### src/common/ccm_pkg.sv
// Constants, layouts and carriers for the collision report and
// transceive mode configuration register bank.
// Assumes an APB master with 32-bit data and one clock domain.
// Contract
// Keep-bits control 0 clears every received bit after a collision.
// Software clears keep-bits only for 106 kbit/s bitwise anticollision.
// Position-invalid flag is 1 with no collision or position beyond 32.
// Position field records the first collision, counting data bits only.
// Position 01h is bit one, 08h bit eight, 00h bit thirty-two.
// Software reads the position only in 106 kbit/s modes, flag clear.
// High bit order computes CRC MSB first and reverses result bits.
// Bit order control is ignored during RF communication.
// Sync detect holds receiver until F0h and prepends F0h on transmit.
// Software enables sync detect only for 106 kbit/s peer data exchange.
// Transmit-wait starts initiator transmitter only with own field on.
// Receive-wait starts target wait counter only with external field.
// Secure input is active high at polarity 1, active low at 0.
// Internal envelope signal is always active low.
// Changing the polarity control raises the secure input event.
// Detector disable switches the data mode detector off.
// CRC preset selects 0000, 6363, A671 or FFFF.
package ccm_pkg;

	// Printed register indices; byte address is four times the index
	localparam logic [15:0] IDX_MODE = 16'h6301;
	localparam logic [15:0] IDX_COLL = 16'h633E;
	localparam logic [31:0] ADDR_MODE = {14'h0, IDX_MODE, 2'h0};
	localparam logic [31:0] ADDR_COLL = {14'h0, IDX_COLL, 2'h0};
	localparam logic [31:0] ADDR_IRQ_STAT = 32'h0001_8D00;
	localparam logic [31:0] ADDR_IRQ_CLR = 32'h0001_8D04;
	localparam logic [31:0] ADDR_IRQ_EN = 32'h0001_8D08;

	// Reset values
	localparam logic [7:0] MODE_RST = 8'h3B;
	localparam logic KEEP_RST = 1'h1;

	// Collision report field positions
	localparam int KEEP_BIT = 7;
	localparam int INV_BIT = 5;
	localparam int POS_MSB = 4;

	// Interrupt status bits
	localparam int IRQ_W = 3;
	localparam int IRQ_COLL = 0;
	localparam int IRQ_SIG = 1;
	localparam int IRQ_SYNC = 2;

	// Collision position range and counter
	localparam int CNT_W = 6;
	localparam logic [CNT_W-1:0] POS_RANGE = 6'h20;
	localparam logic [CNT_W-1:0] CNT_MAX = 6'h3F;

	// Sync byte and CRC constants
	localparam logic [7:0] SYNC_BYTE = 8'hF0;
	localparam logic [15:0] CRC_POLY = 16'h1021;
	localparam logic [15:0] CRC_POLY_REV = 16'h8408;
	localparam logic [15:0] CRC_PRE0 = 16'h0000;
	localparam logic [15:0] CRC_PRE1 = 16'h6363;
	localparam logic [15:0] CRC_PRE2 = 16'hA671;
	localparam logic [15:0] CRC_PRE3 = 16'hFFFF;

	// Mode register layout, bit 7 first
	typedef struct packed {
		logic crc_high_bit_order;
		logic sync_byte_detect;
		logic tx_wait_own_field;
		logic rx_wait_external_field;
		logic secure_input_polarity;
		logic data_mode_detector_disable;
		logic [1:0] crc_preset_select;
	} ccm_mode_cfg_t;

	// One received bit from the decoder
	typedef struct packed {
		logic valid;
		logic is_data;
		logic collision;
		logic value;
	} ccm_rx_bit_t;

endpackage

### src/ccm_regs.sv
// Collision report and transceive mode register bank with APB slave,
// collision tracker, sync gate, field gates and stand-alone CRC.
// Assumes the decoder delivers bits and bytes in the clk_sys domain.
`timescale 1ns/1ns
module ccm_regs (
	input wire logic clk_sys,
	input wire logic resetn,
	input wire logic psel,
	input wire logic penable,
	input wire logic pwrite,
	input wire logic [31:0] paddr,
	input wire logic [31:0] pwdata,
	output logic pready,
	output logic [31:0] prdata,
	output logic pslverr,
	output logic irq,
	input wire logic rx_frame_start,
	input wire ccm_pkg::ccm_rx_bit_t rx_bit,
	output logic rx_bit_kept,
	output logic rx_bit_kept_valid,
	input wire logic rx_byte_valid,
	input wire logic [7:0] rx_byte,
	output logic rx_enable,
	output logic tx_sync_prepend,
	input wire logic initiator_mode,
	input wire logic own_field_on,
	input wire logic ext_field_on,
	input wire logic tx_start_req,
	output logic tx_start,
	input wire logic rx_wait_req,
	output logic rx_wait_start,
	input wire logic secure_signal_input,
	output logic envelope_n,
	input wire logic automatic_collision_command_active,
	output logic mode_detector_on,
	input wire logic rf_active,
	input wire logic crc_start,
	input wire logic crc_byte_valid,
	input wire logic [7:0] crc_byte,
	output logic [7:0] crc_result_high,
	output logic [7:0] crc_result_low
);

	////////////////////////////////////////////////////////////////
	// Bus and register state

	ccm_pkg::ccm_mode_cfg_t mode_q, mode_d;
	logic keep_q, keep_d;
	logic [ccm_pkg::IRQ_W-1:0] stat_q, stat_d, en_q, en_d;
	logic [31:0] prdata_q, prdata_d;
	logic err_q, err_d;
	logic setup, wr;
	logic [ccm_pkg::IRQ_W-1:0] evt, clr;

	// Collision tracking state
	logic [ccm_pkg::CNT_W-1:0] cnt_q, cnt_d, cnt_n;
	logic seen_q, seen_d, inv_q, inv_d;
	logic [ccm_pkg::POS_MSB:0] pos_q, pos_d;
	logic kept_q, kept_d, kvalid_q, kvalid_d;
	logic sync_q, sync_d;
	logic coll_evt, sync_evt, sig_evt, data_bit;

	// Gate and CRC state
	logic tx_q, tx_d, rxw_q, rxw_d, env_q, env_d, mdet_q, mdet_d;
	logic [15:0] crc_q, crc_d, res_q, res_d;
	logic msb_q, msb_d;

	////////////////////////////////////////////////////////////////
	// CRC helpers

	// One byte through the CRC, reflected or MSB first
	function automatic logic [15:0] crc_step(
		input logic [15:0] c,
		input logic [7:0] d,
		input logic msb
	);
		logic [15:0] r;
		logic fb;
		r = c;
		for (int i = 0; i < 8; i++) begin
			if (msb) begin
				fb = r[15] ^ d[7-i];
				r = {r[14:0], 1'b0} ^ (fb ? ccm_pkg::CRC_POLY : 16'h0000);
			end else begin
				fb = r[0] ^ d[i];
				r = {1'b0, r[15:1]} ^ (fb ? ccm_pkg::CRC_POLY_REV : 16'h0000);
			end
		end
		return r;
	endfunction

	// Reverse bits of a byte for the result view
	function automatic logic [7:0] rev8(input logic [7:0] b);
		logic [7:0] r;
		r = 8'h00;
		for (int i = 0; i < 8; i++) begin
			r[i] = b[7-i];
		end
		return r;
	endfunction

	// Preset table
	function automatic logic [15:0] preset(input logic [1:0] s);
		logic [15:0] r;
		unique case (s)
			2'h0: r = ccm_pkg::CRC_PRE0;
			2'h1: r = ccm_pkg::CRC_PRE1;
			2'h2: r = ccm_pkg::CRC_PRE2;
			2'h3: r = ccm_pkg::CRC_PRE3;
		endcase
		return r;
	endfunction

	////////////////////////////////////////////////////////////////
	// APB slave: zero wait states, read data latched in setup

	assign setup = psel && !penable;
	assign wr = psel && penable && pwrite;
	assign pready = 1'b1;
	assign prdata = prdata_q;
	assign pslverr = err_q;
	assign irq = |(stat_q & en_q);

	// Polarity change is an event even when software writes it
	assign sig_evt = wr && paddr == ccm_pkg::ADDR_MODE
		&& pwdata[3] != mode_q.secure_input_polarity;
	assign evt = {sync_evt, sig_evt, coll_evt};
	assign clr = (wr && paddr == ccm_pkg::ADDR_IRQ_CLR) ?
		pwdata[ccm_pkg::IRQ_W-1:0] : '0;

	// Register next values and read mux
	always_comb begin
		mode_d = mode_q;
		keep_d = keep_q;
		en_d = en_q;
		prdata_d = prdata_q;
		err_d = 1'b0;
		// Set beats clear in the same cycle
		stat_d = (stat_q & ~clr) | evt;
		if (wr && paddr == ccm_pkg::ADDR_MODE) begin
			mode_d = ccm_pkg::ccm_mode_cfg_t'(pwdata[7:0]);
		end
		if (wr && paddr == ccm_pkg::ADDR_COLL) begin
			keep_d = pwdata[ccm_pkg::KEEP_BIT];
		end
		if (wr && paddr == ccm_pkg::ADDR_IRQ_EN) begin
			en_d = pwdata[ccm_pkg::IRQ_W-1:0];
		end
		if (setup) begin
			prdata_d = 32'h0000_0000;
			unique case (paddr)
				ccm_pkg::ADDR_MODE: prdata_d[7:0] = mode_q;
				ccm_pkg::ADDR_COLL: prdata_d[7:0] = {keep_q, 1'b0, inv_q, pos_q};
				ccm_pkg::ADDR_IRQ_STAT: prdata_d[ccm_pkg::IRQ_W-1:0] = stat_q;
				ccm_pkg::ADDR_IRQ_CLR: prdata_d = 32'h0000_0000;
				ccm_pkg::ADDR_IRQ_EN: prdata_d[ccm_pkg::IRQ_W-1:0] = en_q;
				default: err_d = 1'b1;
			endcase
		end
	end

	always_ff @(posedge clk_sys) begin
		if (!resetn) begin
			mode_q <= ccm_pkg::MODE_RST;
			keep_q <= ccm_pkg::KEEP_RST;
			stat_q <= '0;
			en_q <= '0;
			prdata_q <= 32'h0000_0000;
			err_q <= 1'b0;
		end else begin
			mode_q <= mode_d;
			keep_q <= keep_d;
			stat_q <= stat_d;
			en_q <= en_d;
			prdata_q <= prdata_d;
			err_q <= err_d;
		end
	end

	////////////////////////////////////////////////////////////////
	// Collision tracker and sync gate

	assign data_bit = rx_bit.valid && rx_bit.is_data;
	assign cnt_n = (cnt_q == ccm_pkg::CNT_MAX) ? cnt_q : cnt_q + 6'h01;
	assign coll_evt = !rx_frame_start && data_bit && rx_bit.collision && !seen_q;
	assign sync_evt = !rx_frame_start && rx_byte_valid && !sync_q
		&& mode_q.sync_byte_detect && rx_byte == ccm_pkg::SYNC_BYTE;

	// Frame start rearms; only the first collision is recorded
	always_comb begin
		cnt_d = cnt_q;
		seen_d = seen_q;
		inv_d = inv_q;
		pos_d = pos_q;
		sync_d = sync_q;
		if (rx_frame_start) begin
			cnt_d = '0;
			seen_d = 1'b0;
			inv_d = 1'b1;
			sync_d = 1'b0;
		end else begin
			// Framing and parity bits are not counted
			if (data_bit) begin
				cnt_d = cnt_n;
			end
			if (coll_evt) begin
				seen_d = 1'b1;
				// Bit 32 wraps to 00h in the five-bit field
				if (cnt_n <= ccm_pkg::POS_RANGE) begin
					pos_d = cnt_n[ccm_pkg::POS_MSB:0];
					inv_d = 1'b0;
				end else begin
					inv_d = 1'b1;
				end
			end
			if (sync_evt) begin
				sync_d = 1'b1;
			end
		end
	end

	// Bits behind a collision are zeroed unless kept
	always_comb begin
		kvalid_d = rx_bit.valid;
		kept_d = rx_bit.value && !(seen_q && !keep_q);
	end

	always_ff @(posedge clk_sys) begin
		if (!resetn) begin
			cnt_q <= '0;
			seen_q <= 1'b0;
			inv_q <= 1'b1;
			pos_q <= '0;
			sync_q <= 1'b0;
			kept_q <= 1'b0;
			kvalid_q <= 1'b0;
		end else begin
			cnt_q <= cnt_d;
			seen_q <= seen_d;
			inv_q <= inv_d;
			pos_q <= pos_d;
			sync_q <= sync_d;
			kept_q <= kept_d;
			kvalid_q <= kvalid_d;
		end
	end

	assign rx_bit_kept = kept_q;
	assign rx_bit_kept_valid = kvalid_q;
	// Receiver held off until the sync byte is seen
	assign rx_enable = !mode_q.sync_byte_detect || sync_q;
	assign tx_sync_prepend = mode_q.sync_byte_detect;

	////////////////////////////////////////////////////////////////
	// Field gates, polarity, detector and CRC

	always_comb begin
		// Requests denied by a missing field are dropped, not queued
		tx_d = tx_start_req && (own_field_on
			|| !(mode_q.tx_wait_own_field && initiator_mode));
		rxw_d = rx_wait_req && (ext_field_on
			|| !(mode_q.rx_wait_external_field && !initiator_mode));
		// Envelope is active low whatever the pin polarity
		env_d = mode_q.secure_input_polarity ?
			!secure_signal_input : secure_signal_input;
		mdet_d = automatic_collision_command_active && !mode_q.data_mode_detector_disable;
		crc_d = crc_q;
		// RF traffic forces reflected order
		msb_d = msb_q && !rf_active;
		if (crc_start) begin
			crc_d = preset(mode_q.crc_preset_select);
			msb_d = mode_q.crc_high_bit_order && !rf_active;
		end else if (crc_byte_valid) begin
			crc_d = crc_step(crc_q, crc_byte, msb_q);
		end
		res_d = msb_d ? {rev8(crc_d[15:8]), rev8(crc_d[7:0])} : crc_d;
	end

	always_ff @(posedge clk_sys) begin
		if (!resetn) begin
			tx_q <= 1'b0;
			rxw_q <= 1'b0;
			env_q <= 1'b1;
			mdet_q <= 1'b0;
			crc_q <= 16'h0000;
			msb_q <= 1'b0;
			res_q <= 16'h0000;
		end else begin
			tx_q <= tx_d;
			rxw_q <= rxw_d;
			env_q <= env_d;
			mdet_q <= mdet_d;
			crc_q <= crc_d;
			msb_q <= msb_d;
			res_q <= res_d;
		end
	end

	assign tx_start = tx_q;
	assign rx_wait_start = rxw_q;
	assign envelope_n = env_q;
	assign mode_detector_on = mdet_q;
	assign crc_result_high = res_q[15:8];
	assign crc_result_low = res_q[7:0];
endmodule

### config.mk
export PLATFORM = sky130hd
export DESIGN_NAME = ccm_regs
export DESIGN_NICKNAME = d
export VERILOG_FILES = /design/src/common/ccm_pkg.sv /design/src/ccm_regs.sv
export SDC_FILE = /design/constraint.sdc
export NUM_CORES = 1
export LEC_CHECK = 0
export BUFFER_PORTS_ARGS = -buffer_cell sky130_fd_sc_hd__buf_2
export CORE_MARGIN = 5
export CORE_UTILIZATION = 50
export DETAILED_ROUTE_END_ITERATION = 10
export PLACE_DENSITY = 0.81
export SLEW_MARGIN = 20
export SYNTH_ARGS = -nofsm -noshare
export SYNTH_HDL_FRONTEND = slang
export SYNTH_SLANG_ARGS = --single-unit
export TNS_END_PERCENT = 50
### constraint.sdc
create_clock -name clk_sys -period 2.85 [get_ports clk_sys]
set_clock_uncertainty 0.1 [all_clocks]
set_input_delay 0.4275 -clock clk_sys [delete_from_list [all_inputs] [get_ports clk_sys]]
set_output_delay 0.4275 -clock clk_sys [all_outputs]
set_load 0.03 [all_outputs]
==> summary.txt, run 1 <==
Detailed routing
  – Vias per cell: approximately 5.5
  – Remaining number of nets flagged by the antenna check after routing: 0
  – Initial drt markers: 165
  – DRC Markers: 0
  – Wirelength per Cell: around 16 um
  – Detailed Routing Iterations Pass 1: 5
  – Total wire length: 11.16 mm
  – Routed vias: ~4000

Die
  – Cell row count: 34
  – Core box area: 8593 um2
  – DIE HEIGHT: 103.2 um
  – Initial Utilization: 0.5054
  – Overall die width: around 100 um
  – IO Pins: 160
  – Area of the die: roughly 11000 um2

Timing
  – Hold Violations, Final: 0
  – Crit share post-route: 0.7731
  – Peak Freq: 0.4539 GHz
  – Minimum clock period after layout: 2.203 ns
  – Smallest setup slack after layout: 0.6467 ns
  – Count of final max-slew check failures: 0
  – Final count of negative-setup-slack endpoints: 0
  – Sum Neg Setup Slack: 0 ns
  – Slew of the pin with the lowest slew margin: 0.5628 ns
  – Unrepaired setup endpoints after global routing: no
  – Hold WS: roughly 0.18 ns
  – Relative max-transition margin: 0.6151

Synthesis
  – Distinct cells, synth: 69
  – Area fraction of the dominant cell type after synthesis: 0.3549
  – Share of flip-flops with an asynchronous set or reset: 0
  – Post-synthesis instance total: 501
  – Cell with the most instances after synthesis: sky130_fd_sc_hd__dfxtp_1
  – Synthesized cell area: 4343 um2
  – Cell type with the highest aggregate area in the netlist: sky130_fd_sc_hd__dfxtp_1
  – Primary FF master, synth: sky130_fd_sc_hd__dfxtp_1
  – Main area contributors after synthesis: sky130_fd_sc_hd__dfxtp_1 35%, sky130_fd_sc_hd__xnor2_1 6.1%, sky130_fd_sc_hd__mux2i_1 5.5%
  – Cell types with the highest counts after synthesis: 77 x sky130_fd_sc_hd__dfxtp_1, 54 x sky130_fd_sc_hd__nor2_1, 48 x sky130_fd_sc_hd__nand2_1
  – Synthesized area divided by synthesized cell count: 8.668 um2
  – Warnings, synthesis: 0
  – Post-synth EDFFs: 0
  – Number of storage elements in the synthesis netlist: 77
  – Sequential cell area fraction in the yosys report: 0.3549

Placed design
  – Pre-CTS setup slack: 0.3872 ns
  – Port-buffer cells: 110
  – Global placement routability congestion: 0.9342
  – DP Area: 4857 um2
  – Total instance count after detailed placement: 700
  – HPWL after detailed placement: 8.735 mm

Clock tree
  – Root cell of the clock tree: sky130_fd_sc_hd__clkbuf_8
  – Num Clock Sinks: 77
  – Worst-Skew Late Latency: approximately 0.35 ns
  – Clock buffers created by TritonCTS: 9
  – Number of buffers on the longest clock path: 2
  – Clock tree from TritonCTS: yes
  – Level count of the clock H-tree: 3
  – Postcts setup bufs: 0
  – Clock slew at reported path FFs: approximately 0.08 ns
  – Count of hold buffers inserted by post-cts repair: 0
  – Post-cts repair resize count: 0

Cells and area
  – Final design instance area without fill: 5057 um2
  – Finished Layout Cells: about 720
  – Nets: 705
  – Fraction of layout cells with a size suffix above 1: 0.2451
  – Final antenna diode count: 0
  – Synthesis-to-layout area growth: 16.45%
  – End-of-flow core utilization: 0.5885

Global route
  – GRT Total Usage: 0.2110
  – Number of antenna violations at the first check in global routing: 0
  – Gr ovfl total: 0
  – Wire length of the first global-routing pass: 17.62 mm
  – Vias in the first global route: approximately 3700
  – Largest net degree at the start of global routing: 26

Setup path
  – Crit path required time: 3.02 ns
  – Worst endpoint data arrival time: ~2.4 ns
  – Worst setup EP type: register
  – Critical Setup Path Class: register to register
  – Critical Path Start Type: register
  – Worst-path fanout max: 10

Pwr
  – Post-layout power: 2.651 mW
  – Worst-case vdd ir drop: 0.3274 mV
  – Cell Pwr Density: 524.2 nW/um2
  – Lkg Pwr: 2.247 nW

Outcome
  – Status: finished clean

Job
  – Max-capacitance violation count: 0

Min path
  – Worst min-delay path class: input pin to register
-- placed cells by master (no fill, tap or decap), types with 11 or more instances in the layout --
| master | netlist | routed |
|---|---|---|
| sky130_fd_sc_hd__a21oi_1 | 27 | 27 |
| sky130_fd_sc_hd__buf_2 | 2 | 110 |
| sky130_fd_sc_hd__conb_1 | 2 | 25 |
| sky130_fd_sc_hd__dfxtp_1 | 77 | 77 |
| sky130_fd_sc_hd__inv_1 | 11 | 11 |
| sky130_fd_sc_hd__mux2i_1 | 24 | 24 |
| sky130_fd_sc_hd__nand2_1 | 48 | 48 |
| sky130_fd_sc_hd__nand2b_1 | 12 | 12 |
| sky130_fd_sc_hd__nand3_1 | 12 | 12 |
| sky130_fd_sc_hd__nor2_1 | 54 | 54 |
| sky130_fd_sc_hd__o21ai_0 | 23 | 23 |
| sky130_fd_sc_hd__xnor2_1 | 30 | 30 |
| sky130_fd_sc_hd__xor2_1 | 12 | 12 |
-- cells by family after synthesis --
kind of cell,share of synthesized area
xor+xnor,0.1320
flops,0.3549
simple gates,0.2020
compound gates,0.1590
fa+ha+maj,0.002881
other cells,0.001729
mux,0.06136
buf+inv,0.08614
-- metal layers --
| metal | global-route usage | share of wire |
|---|---|---|
| met5 | 0 | 0 |
| met3 | 0.03756 | 0.064 |
| met1 | 0.2525 | 0.40 |
| met2 | 0.3848 | 0.52 |
| met4 | 0.06275 | 0.013 |
-- worst max-delay path: stages (launching register included) --
cell	delay, ns
sky130_fd_sc_hd__dfxtp_1	0.43
sky130_fd_sc_hd__ha_1	0.26
sky130_fd_sc_hd__and2_1	0.18
sky130_fd_sc_hd__a31oi_1	0.14
sky130_fd_sc_hd__nor4b_1	0.33
sky130_fd_sc_hd__o21a_1	0.35
sky130_fd_sc_hd__nor2_1	0.09
sky130_fd_sc_hd__a311oi_1	0.23
-- flip-flops by register name, summed over array words and instances (netlist names), 3 cells and up --
name    flops
en_q        3
pos_q       5
prdata      8
mode_q      7
crc_q      16
cnt_q       6
stat_q      3
res_q      16
-- layout make-up --
type	count	area, um2
fill	797	3536
tap	108	135.1
multi-input combinational	383	2514
clock inverter	6	62.56
sequential	77	1541
timing repair buffer	119	618.1
clock buffer	10	137.6
inverter	13	48.80
-- final timing paths --
check,from,endpoint,slack [ns],cells after the start
worst max-delay path,cnt_q[0]$_SDFFE_PP0P_,pos_q[1]$_SDFFE_PN0P_,0.65,7
worst max register to register,cnt_q[0]$_SDFFE_PP0P_,pos_q[1]$_SDFFE_PN0P_,0.65,7
worst min-delay path,initiator_mode,tx_start$_SDFF_PN0_,0.18,2
worst min register to register,prdata[2]$_SDFFE_PN0P_,prdata[2]$_SDFFE_PN0P_,0.36,2
-- report_power, final --
part           total (mW)  internal [mW]  switching (mW)
Combinational       0.651          0.279           0.372
Clock               0.819          0.425           0.395
Sequential           1.18           1.13          0.0464
No activity file was read; power rests on OpenSTA's default activity.
==> run 2: changes to the inputs <==
Settings changed: CORE_UTILIZATION 50 to 45, PLACE_DENSITY 0.81 to 0.77.
Clock period 2.85 ns to 1.9 ns, I/O delays scaled along.
==> run 2 against run 1 <==
  * The run now ends with negative setup slack left
  * Hold slack lost 0.15 ns
  * Die area rose by 10%
  * Via count up 7.2%
  * Wire length rose by 13%
  * Total power up 54%
  * Clock power up 37%
  * Sequential power rose by 50%
  * Critical path type unchanged
  * Largest cell class unchanged
  * Highest routed layer unchanged
==> summary.txt, run 2 (synthesis results as in run 1) <==
Placed design
  – HPWL after detailed placement: 9.894 mm (+13%)
  – Global placement routability congestion: 0.9302 (-0.43%)
  – Port-buffer cells: 110 (unchanged)
  – DP Area: 5358 um2 (+10%)
  – Total instance count after detailed placement: 782 (+12%)
  – Pre-CTS setup slack: -0.2657 ns (-0.6528 ns)

Cells and area
  – Nets: 769 (+9.1%)
  – Fillcell total: 822 (+3.1%)
  – Finished Layout Cells: 801 (+12%)
  – Final antenna diode count: 0 (unchanged)
  – End-of-flow core utilization: 0.6133 (+0.02475)
  – Synthesis-to-layout area growth: 31.72%
  – Final design instance area without fill: 5720 um2 (+13%)
  – Fraction of layout cells with a size suffix above 1: 0.3676 (+0.1225)
  – Most common library cell in the layout ignoring fill and taps: sky130_fd_sc_hd__buf_2
  – Most frequent cells in the layout: 110 x sky130_fd_sc_hd__buf_2, 71 x sky130_fd_sc_hd__buf_4, 66 x sky130_fd_sc_hd__dfxtp_1

Detailed routing
  – Detailed Routing Iterations Pass 1: 5 (unchanged)
  – Initial drt markers: 166 (+0.61%)
  – Wirelength per Cell: 15.79 um (+1.3%)
  – Vias per cell: 5.240 (-4.2%)
  – DRC Markers: 0 (unchanged)
  – Total wire length: 12.65 mm (+13%)
  – Routed vias: 4197 (+7.2%)
  – Remaining number of nets flagged by the antenna check after routing: 0 (unchanged)

Global route
  – Vias in the first global route: 4104 (+10%)
  – GRT Total Usage: 0.2091 (-0.001892)
  – Number of antenna violations at the first check in global routing: 0 (unchanged)
  – Gr ovfl total: 0 (unchanged)
  – Largest net degree at the start of global routing: 24 (-7.7%)
  – Wire length of the first global-routing pass: 19.40 mm (+10%)

Die
  – IO Pins: 160 (unchanged)
  – Initial Utilization: 0.4656 (-0.03979)
  – Core box area: 9328 um2 (+8.5%)
  – Overall die width: 108.2 um (+4.9%)
  – Area of the die: 11720 um2 (+10%)
  – Cell row count: 35 (+2.9%)
  – DIE HEIGHT: 108.2 um (+4.9%)

Setup path
  – Critical Path Start Type: register
  – Worst setup EP type: register
  – Worst-path fanout max: 3 (-7)
  – Cell depth of the worst flop-to-flop path: 6 (-1)
  – Critical-path top delay cell: sky130_fd_sc_hd__or3_4
  – Critical Setup Path Class: register to register
  – Capture instance of the worst register-to-register path: res_q[13]$_SDFF_PN0_
  – Reg-to-reg slack, setup: -0.03 ns (-0.68 ns)
  – Worst endpoint data arrival time: 2.11 ns (-0.26 ns)
  – Launch instance of the worst register-to-register path: crc_q[7]$_SDFF_PN0_
  – Chain of cells forming the critical path: xor3_2 > xnor2_2 > mux2_4 > mux2i_1 > or3_4 > mux2i_1
  – Dominant cell type by count on the critical path: sky130_fd_sc_hd__mux2i_1
  – Max incr delay on CP: 0.35 ns (-0.08 ns)
  – Crit path required time: 2.08 ns (-0.94 ns)

Min path
  – Worst min-delay path class: input pin to register
  – Number of stages on the worst hold path: 2 (unchanged)
  – Hold Crit Endpoint: tx_start$_SDFF_PN0_
  – Hold Path Origin: initiator_mode

Timing
  – Final count of negative-setup-slack endpoints: 2 (+2)
  – Crit share post-route: 1.016 (+0.2431)
  – Minimum clock period after layout: 1.931 ns (-0.2725 ns)
  – Peak Freq: 0.5179 GHz (+14%)
  – Count of final max-slew check failures: 0 (unchanged)
  – Smallest setup slack after layout: -0.03077 ns (-0.6775 ns)
  – Unrepaired setup endpoints after global routing: yes
  – Relative max-transition margin: 0.5559 (-0.05918)
  – Hold Violations, Final: 0 (unchanged)
  – Slew of the pin with the lowest slew margin: 0.6569 ns (+0.09407 ns)
  – Hold WS: 0.02962 ns (-0.1521 ns)

Clock tree
  – Clock tree from TritonCTS: yes
  – Root cell of the clock tree: sky130_fd_sc_hd__clkbuf_8
  – Number of buffers on the longest clock path: 2 (unchanged)
  – Clock slew at reported path FFs: 0.08 ns (about the same)
  – Count of hold buffers inserted by post-cts repair: 0 (unchanged)
  – Level count of the clock H-tree: 3 (unchanged)
  – Num Clock Sinks: 77 (unchanged)
  – Clock buffers created by TritonCTS: 9 (unchanged)
  – Worst-Skew Late Latency: 0.35 ns (about the same)

Outcome
  – Violated checks: negative setup slack
  – Status: finished with violations

Job
  – Max-capacitance violation count: 0 (unchanged)

Pwr
  – Cell Pwr Density: 714.5 nW/um2 (+36%)
  – Worst-case vdd ir drop: 0.4688 mV (+43%)
  – Lkg Pwr: 2.590 nW (+15%)
run 2: worst max-delay path, delay by kind of cell (launching register included):
family | cells | cell delay [ns]
mux | 3 | 0.59
simple gates | 1 | 0.35
xor+xnor | 2 | 0.48
flops | 1 | 0.34
run 2: routing by layer:
layer / GRT usage / wire length, um / up-vias
met4: 0.08927 / 324 / 0
met1: 0.2536 / 5007 / 1962
met2: 0.3637 / 6474 / 165
met3: 0.03701 / 841 / 29
li1: - / - / 2041
met5: 0 / 0 / -
run 2: how the worst max path moves through the flow:
stage,start,endpoint,depth (start not counted)
final,crc_q[7]$_SDFF_PN0_,res_q[13]$_SDFF_PN0_,6
after global routing,crc_q[14]$_SDFF_PN0_,res_q[0]$_SDFF_PN0_,6
after CTS,crc_q[7]$_SDFF_PN0_,res_q[13]$_SDFF_PN0_,6
after detailed placement,crc_byte[3],res_q[13]$_SDFF_PN0_,7
after global placement,crc_byte[3],res_q[10]$_SDFF_PN0_,7
after floorplan,crc_q[7]$_SDFF_PN0_,res_q[13]$_SDFF_PN0_,6
run 2: timing repair:
| item | in CTS | in global routing |
|---|---|---|
| buffers inserted | 0 | 3 |
| pin swaps | 5 | 10 |
| cloned | 1 | 0 |
| resized for setup | 10 | 36 |
| endpoints found under the setup margin | 20 | 22 |
run 2: final cells by class:
type / count / area, um2 / area share
Sequential cell: 77 / 1555 / 0.2719
Clock inverter: 5 / 36.28 / 0.006343
Inverter: 13 / 48.80 / 0.008530
Timing Repair Buffer: 182 / 1104 / 0.1929
Multi-Input combinational cell: 384 / 2674 / 0.4674
Tap cell: 129 / 161.4 / 0.02822
Clock buffer: 11 / 141.4 / 0.02472
run 2: per-stage QoR:
stage,power [mW],setup TNS [ns]
floorplan,2.565,-0.2795
global placement,2.890,-1.945
detailed placement,2.910,-3.875
CTS,4.043,-0.07156
global route,4.297,-0.5737
finish,4.087,-0.03164
run 2: power breakdown:
part,switching [mW],internal (mW),leakage [nW],total [mW]
Clock,0.606,0.510,0.0815,1.12
Sequential,0.0657,1.70,0.637,1.77
Combinational,0.631,0.569,1.87,1.20
